[config.mk]
export PLATFORM = sky130hd
export DESIGN_NAME = svd_ctrl
export DESIGN_NICKNAME = d
export VERILOG_FILES = /design/src/verilog/pin_sync.v /design/src/verilog/svd_ctrl.v
export VERILOG_INCLUDE_DIRS = /design/src /design/src/verilog
export SDC_FILE = /design/constraint.sdc
export NUM_CORES = 1
export LEC_CHECK = 0
export BUFFER_PORTS_ARGS = -buffer_cell sky130_fd_sc_hd__buf_2
export CAP_MARGIN = 20
export CELL_PAD_IN_SITES_DETAIL_PLACEMENT = 1
export CELL_PAD_IN_SITES_GLOBAL_PLACEMENT = 2
export CORE_MARGIN = 1
export CORE_UTILIZATION = 30
export DETAILED_ROUTE_END_ITERATION = 12
export GPL_TIMING_DRIVEN = 0
export PLACE_DENSITY_LB_ADDON = 0.1
export RECOVER_POWER = 100
export SLEW_MARGIN = 20
export SYNTH_ARGS = -nofsm -noshare
export SYNTH_HDL_FRONTEND = slang
export SYNTH_SLANG_ARGS = --single-unit
[constraint.sdc]
create_clock -name pclk -period 7 [get_ports pclk]
set_clock_uncertainty 0.15 [all_clocks]
set_input_delay 1.4 -clock pclk [delete_from_list [all_inputs] [get_ports pclk]]
set_output_delay 1.4 -clock pclk [all_outputs]
set_load 0.01 [all_outputs]
[src/verilog/svd_defs.vh]
/*
 * Constants for the supply-voltage detector and heavy-load protection control.
 * Assumes a 40 MHz pclk and an APB master on the register side.
 */
`ifndef SVD_DEFS_VH
`define SVD_DEFS_VH

// The control word keeps its word index; its byte address is four times that.
`define CTRL_INDEX      12'h076
`define CTRL_OFFSET     12'h1d8
`define STATUS_OFFSET   12'h100
`define MASK_OFFSET     12'h104
`define CONFIG_OFFSET   12'h108

`define MODE_BIT        3
`define ENABLE_BIT      2
`define CTRL_RESET      4'h0

`define EVT_LOW         0
`define EVT_ENTER       1
`define EVT_EXIT        2
`define EVT_WIDTH       3

`define CLK_HZ          40000000
`define INSTR_CYCLE_NS  153000
`define INSTR_CYCLES    ((`INSTR_CYCLE_NS * 40) / 1000)
`define SETTLE_US       100
`define SETTLE_CYCLES   ((`SETTLE_US * 40))

`endif

[src/verilog/pin_sync.v]
/*
 * Three-flop synchroniser for one pin; output changes once stages two
 * and three agree. Assumes pclk domain on the output side.
 */
`timescale 1ns/1ps
module pin_sync (
    // Clock and reset
    input  wire pclk,
    input  wire presetn,
    // Pin and clean level
    input  wire pin,
    output reg  level
);
    reg s1;
    reg s2;
    reg s3;

    always @(posedge pclk or negedge presetn) begin
        if (!presetn) begin
            s1    <= 1'b0;
            s2    <= 1'b0;
            s3    <= 1'b0;
            level <= 1'b0;
        end else begin
            s1 <= pin;
            s2 <= s1;
            s3 <= s2;
            if (s2 == s3) begin
                level <= s3;
            end
        end
    end
endmodule // pin_sync

[src/verilog/svd_ctrl.v]
/*
 * Supply-voltage detector and heavy-load protection controller with an
 * APB register slave. Assumes the comparator output and the 2 Hz timer
 * tick arrive as asynchronous pins, and that variant is a static strap.
 */
// Decided for this implementation: register access over APB and the register offsets.
`timescale 1ns/1ps
`include "svd_defs.vh"
module svd_ctrl (
    // APB
    input  wire        pclk,
    input  wire        presetn,
    input  wire        psel,
    input  wire        penable,
    input  wire        pwrite,
    input  wire [11:0] paddr,
    input  wire [31:0] pwdata,
    output reg  [31:0] prdata,
    output wire        pready,
    output wire        pslverr,
    // Analog detector side
    input  wire        comparator_low,
    input  wire        tick_2hz_pin,
    input  wire        low_voltage_variant,
    output reg         detector_power,
    output reg         detector_sample,
    output reg         protection_active,
    output reg         display_high_stability,
    // Interrupt
    output wire        irq
);
    reg                   heavy_load_mode_bit;
    reg                   voltage_detect_enable;
    reg                   low_voltage_result;
    reg  [`EVT_WIDTH-1:0] status;
    reg  [`EVT_WIDTH-1:0] mask;
    reg  [15:0]           window_cnt;
    reg                   tick_level_d;
    reg                   variant_low;
    wire                  tick_level;
    wire                  cmp_level;
    wire                  tick_pulse;
    wire                  wr;
    wire                  rd;
    wire                  next_protection;
    wire [`EVT_WIDTH-1:0] events;
    wire [31:0]           window_load;

    pin_sync u_tick (
        .pclk    (pclk),
        .presetn (presetn),
        .pin     (tick_2hz_pin),
        .level   (tick_level)
    );

    pin_sync u_cmp (
        .pclk    (pclk),
        .presetn (presetn),
        .pin     (comparator_low),
        .level   (cmp_level)
    );

    function is_addr;
        input [11:0] a;
        input [11:0] b;
        begin
            is_addr = (a[11:2] == b[11:2]);
        end
    endfunction

    assign pready  = 1'b1;
    assign wr      = psel & penable & pwrite;
    assign rd      = psel & penable & ~pwrite;
    assign pslverr = psel & penable & ~(is_addr(paddr, `CTRL_OFFSET)
                     | is_addr(paddr, `STATUS_OFFSET) | is_addr(paddr, `MASK_OFFSET)
                     | is_addr(paddr, `CONFIG_OFFSET));
    assign tick_pulse = tick_level & ~tick_level_d;

    // Protection turns on by software, or by a low result on the low variant.
    assign next_protection = heavy_load_mode_bit
                             | (variant_low & low_voltage_result);

    assign events = {protection_active & ~next_protection,
                     ~protection_active & next_protection,
                     detector_sample & cmp_level};
    assign irq = |(status & mask);
    assign window_load = `INSTR_CYCLES;

    // Variant strap is captured after reset release.
    always @(posedge pclk or negedge presetn) begin
        if (!presetn) begin
            variant_low  <= 1'b0;
            tick_level_d <= 1'b0;
        end else begin
            variant_low  <= low_voltage_variant;
            tick_level_d <= tick_level;
        end
    end

    always @(posedge pclk or negedge presetn) begin
        if (!presetn) begin
            heavy_load_mode_bit   <= 1'b0;
            voltage_detect_enable <= 1'b0;
            mask                  <= {`EVT_WIDTH{1'b0}};
        end else if (wr && is_addr(paddr, `CTRL_OFFSET)) begin
            heavy_load_mode_bit   <= pwdata[`MODE_BIT];
            // Enable cannot survive a write that clears the mode bit.
            voltage_detect_enable <= pwdata[`ENABLE_BIT] & pwdata[`MODE_BIT];
        end else if (wr && is_addr(paddr, `MASK_OFFSET)) begin
            mask <= pwdata[`EVT_WIDTH-1:0];
        end else if (!heavy_load_mode_bit) begin
            voltage_detect_enable <= 1'b0;
        end
    end

    // Sampling window: one instruction cycle at turn-on, then every tick.
    // The window is cut when protection ends, so the detector goes off with it.
    always @(posedge pclk or negedge presetn) begin
        if (!presetn) begin
            protection_active      <= 1'b0;
            display_high_stability <= 1'b0;
            window_cnt             <= 16'h0000;
            detector_sample        <= 1'b0;
            detector_power         <= 1'b0;
            low_voltage_result     <= 1'b0;
        end else begin
            protection_active      <= next_protection;
            display_high_stability <= next_protection & ~variant_low;
            if (!next_protection) begin
                window_cnt <= 16'h0000;
            end else if (!protection_active) begin
                window_cnt <= window_load[15:0];
            end else if (tick_pulse) begin
                window_cnt <= window_load[15:0];
            end else if (window_cnt != 16'h0000) begin
                window_cnt <= window_cnt - 16'h0001;
            end
            detector_sample <= (window_cnt == 16'h0001);
            detector_power  <= (window_cnt != 16'h0000) | voltage_detect_enable;
            if (window_cnt == 16'h0001 || voltage_detect_enable) begin
                low_voltage_result <= cmp_level;
            end
        end
    end

    // Status bits are sticky; a read clears only the bits it reported, and a
    // new event wins, so nothing set after the setup cycle is lost.
    always @(posedge pclk or negedge presetn) begin
        if (!presetn) begin
            status <= {`EVT_WIDTH{1'b0}};
        end else if (rd && is_addr(paddr, `STATUS_OFFSET)) begin
            status <= (status & ~prdata[`EVT_WIDTH-1:0]) | events;
        end else begin
            status <= status | events;
        end
    end

    always @(posedge pclk or negedge presetn) begin
        if (!presetn) begin
            prdata <= 32'h00000000;
        end else if (psel && !penable && !pwrite) begin
            if (is_addr(paddr, `CTRL_OFFSET)) begin
                prdata <= {28'h0000000, heavy_load_mode_bit, low_voltage_result, 2'b00};
            end else if (is_addr(paddr, `STATUS_OFFSET)) begin
                prdata <= {29'h0000000, status};
            end else if (is_addr(paddr, `MASK_OFFSET)) begin
                prdata <= {29'h0000000, mask};
            end else if (is_addr(paddr, `CONFIG_OFFSET)) begin
                prdata <= {30'h0000000, protection_active, variant_low};
            end else begin
                prdata <= 32'h00000000;
            end
        end
    end
endmodule // svd_ctrl

==> results.md <==
* CTS tree: yes
* Largest net degree at the start of global routing at 44
* Vias in the first global route at 1617
* Leak Pwr at 1.329 nW
* Cell taking the most area after synthesis: dfrtp_1
* Pwr Density at 170.4 nW/µm²
* CTS resizes at 0
* Chip Height at 88.11 µm
* Area share of the largest cell type after synthesis at 48.37%
* CP cell instances: buf_2 -> or4b_1 -> nor2_1 -> a21oi_1 -> clkbuf_1
* FF/Latch Area at 1076 µm²
* CTS Root Cell: clkbuf_8
* Worst Path Max Fanout at 4
* Post-synthesis cell count at 218
* Relative slew slack at -55.10%
* CP startpoint kind: input port
* CP max stage delay at 590 ps
* Class of the worst hold path: flop to flop
* # fillers at 869
* DRC Markers at 0
* Placed cell areas at 2600 µm²
* Final Max Tran Viols at 44
* I/O Pins at 91
* Global-route wire length before repair at 8017 µm
* Worst path required time at 5450 ps
* Critical-path top delay cell: or4b_1
* Setup tns final at 0 ps
* Deepest clock path buffer count at 2
* Failing checks: capacitance limit, slew limit
* Pre-Repair DR Iteration Count at 4
* Final period utilization at 58.03%
* Layout area overhead at 19.74%
* Worst-path clk slew at 70 ps
* DRT Wirelength at 4986 µm
* Post-CTS Setup Inserts at 0
* Async S/R FF share, synth at 100.0%
* Main synth FF type: dfrtp_1
* Drt wl/cell at 13.05 µm
* Via/cell ratio at 4.510
* Initial Utilization at 30.84%
* Status: complete, but fails checks
* # port buffers at 30
* Die W at 88.11 µm
* DP Wirelength at 3719 µm
* Fin area at 2664 µm²
* Slew @ Worst Pin at 2327 ps
* Tot GR Track Use at 13.63%
* Diodes inserted at 0
* Initial antenna violation count at 0
* Grt total ovfl at 0
* Kind of critical path: input port to primary output
* Fmax at 246.2 MHz
* Core ar. at 7214 µm²
* Fin crit period at 4062 ps
* Die ar. at 7763 µm²
* Antenna-violating nets left at 0
* Sequential area share after synthesis at 48.37%
* Critical Path End Type: primary output
* Max_cap viols at 1
* Clock Latency Late Sink at 290 ps
* Layout cells sized above 1 at 21.91%
* Mean Syn Cell Area at 10.20 µm²
* Multi-input combinational cell area at 985.9 µm²
* Synth top area cells: dfrtp_1 (48%), buf_4 (9.8%), a21oi_1 (2.9%)
* Final net count at 336
* Netlist cell types at 49
* Synth Register Bits at 43
* CTS HTree Levels at 2
* Row Count at 31
* Crit path DAT at 2510 ps
* Peak supply drop at 97.79 µV
* Number of flops mapped to enable cells by yosys at 0
* Synth top cells by count: dfrtp_1 (43), buf_4 (29), nor2_1 (14), a21oi_1 (13), nand2_1 (13)
* Drt initial violations at 38
* RSZ-0062 raised after global routing: false
* CTS Buf Count at 5
* Synthesized area at 2225 µm²
* Clk sinks at 43
* Vias post-DR at 1723
* Ys Warns at 0
* Final setup fails at 0
* Hold Fails Final Rpt at 0
* Most common cell in the netlist: dfrtp_1
* Gp weighted congestion at 0.7221
* Hold buffers post-CTS at 0
## final timing paths
| kind | to | cells past startpoint | slack (ps) | from |
|---|---|---|---|---|
| max in group asynchronous | window_cnt[11] | 1 | 3720 | presetn |
| max reg2reg | window_cnt[7] | 5 | 4310 | window_cnt[6] |
| min reg2reg | u_tick.s2 | 0 | 210 | u_tick.s1 |
| min in group asynchronous | heavy_load_mode_bit | 1 | 1650 | presetn |
| max | pslverr | 5 | 2940 | paddr[9] |
| min | u_tick.s2 | 0 | 210 | u_tick.s1 |
## stage by stage
step | power [mW] | hold WS, ps | cells | setup WS, ps | utilization (%)
after CTS | 0.4643 | 212.9 | 382 | 2923 | 37.17
final | 0.4539 | 205.5 | 382 | 2938 | 36.92
after detailed placement | 0.3087 | 194.2 | 374 | 2925 | 36.04
after global routing | 0.4781 | 224.7 | 382 | 2834 | 36.92
after global placement | 0.3084 | 187.5 | 374 | 2894 | 36.04
after floorplan | 0.2920 | 181.2 | 245 | 3194 | -
## sequential cells by signal, indices dropped and copies added, names as in the netlist
signal and cells:
prdata 4, u_tick.s2 1, display_high_stability 1, window_cnt 16, voltage_detect_enable 1, detector_sample 1, protection_active 1, u_tick.s1 1
u_tick.level 1, heavy_load_mode_bit 1, status 3, u_cmp.level 1, tick_level_d 1, u_tick.s3 1, u_cmp.s3 1, u_cmp.s2 1
detector_power 1, u_cmp.s1 1, variant_low 1, mask 3, low_voltage_result 1
## power breakdown
part           internal, mW  switching, mW
sequential            0.253        0.00298
combinational        0.0217         0.0255
clock                0.0701         0.0806
## layer usage
metal | wire [µm] | GRT usage, % | vias to the layer above
met4 | 65 | 4.399 | 0
met5 | 0 | 0 | -
met2 | 2347 | 22.41 | 45
li1 | - | - | 847
met1 | 2330 | 18.03 | 826
met3 | 242 | 2.733 | 5
## layout by cell type, fill, tap and decap left out, types with 4 or more instances in the layout
master and count:
nor2_1 15, mux2_2 5, nor4_1 8, buf_4 29
inv_1 6, nor3_1 5, dfrtp_1 43, nand2_1 13
o31ai_1 4, xnor2_1 6, clkbuf_1 17, mux2i_1 4
nand4_1 5, a21oi_1 13, buf_2 19, nor2b_1 5
conb_1 29, clkbuf_8 5
## layout make-up
| cell class | count | share of cell area [%] |
|---|---|---|
| Buffer | 34 | 8.924 |
| Clock inverter | 1 | 0.1879 |
| Tap cell | 99 | 4.650 |
| Inverter | 6 | 0.8455 |
| Clock buffer | 7 | 2.865 |
| Multi-Input combinational cell | 162 | 37.01 |
| Sequential cell | 43 | 40.39 |
| Timing Repair Buffer | 30 | 5.120 |
## worst max-delay path: cells and delay by family
family | cells | cell delay (ps)
AO/OA/AOI/OAI | 1 | 90
AND/OR/NAND/NOR | 2 | 790
buffers and inverters | 2 | 230
## cell families (layout without fill, tap and decap cells)
kind of cell | Yosys count | in the layout | share of synthesized area (%)
AND/OR/NAND/NOR | 77 | 77 | 19.74
buffers and inverters | 40 | 78 | 11.75
AO/OA/AOI/OAI | 36 | 36 | 10.69
XOR/XNOR | 7 | 7 | 2.756
flip-flops | 43 | 43 | 48.37
other | 2 | 29 | 0.3376
adder cells (fa/ha/maj) | 4 | 4 | 2.025
multiplexers | 9 | 9 | 4.331
Note: power is estimated with default switching activity, not from simulation.
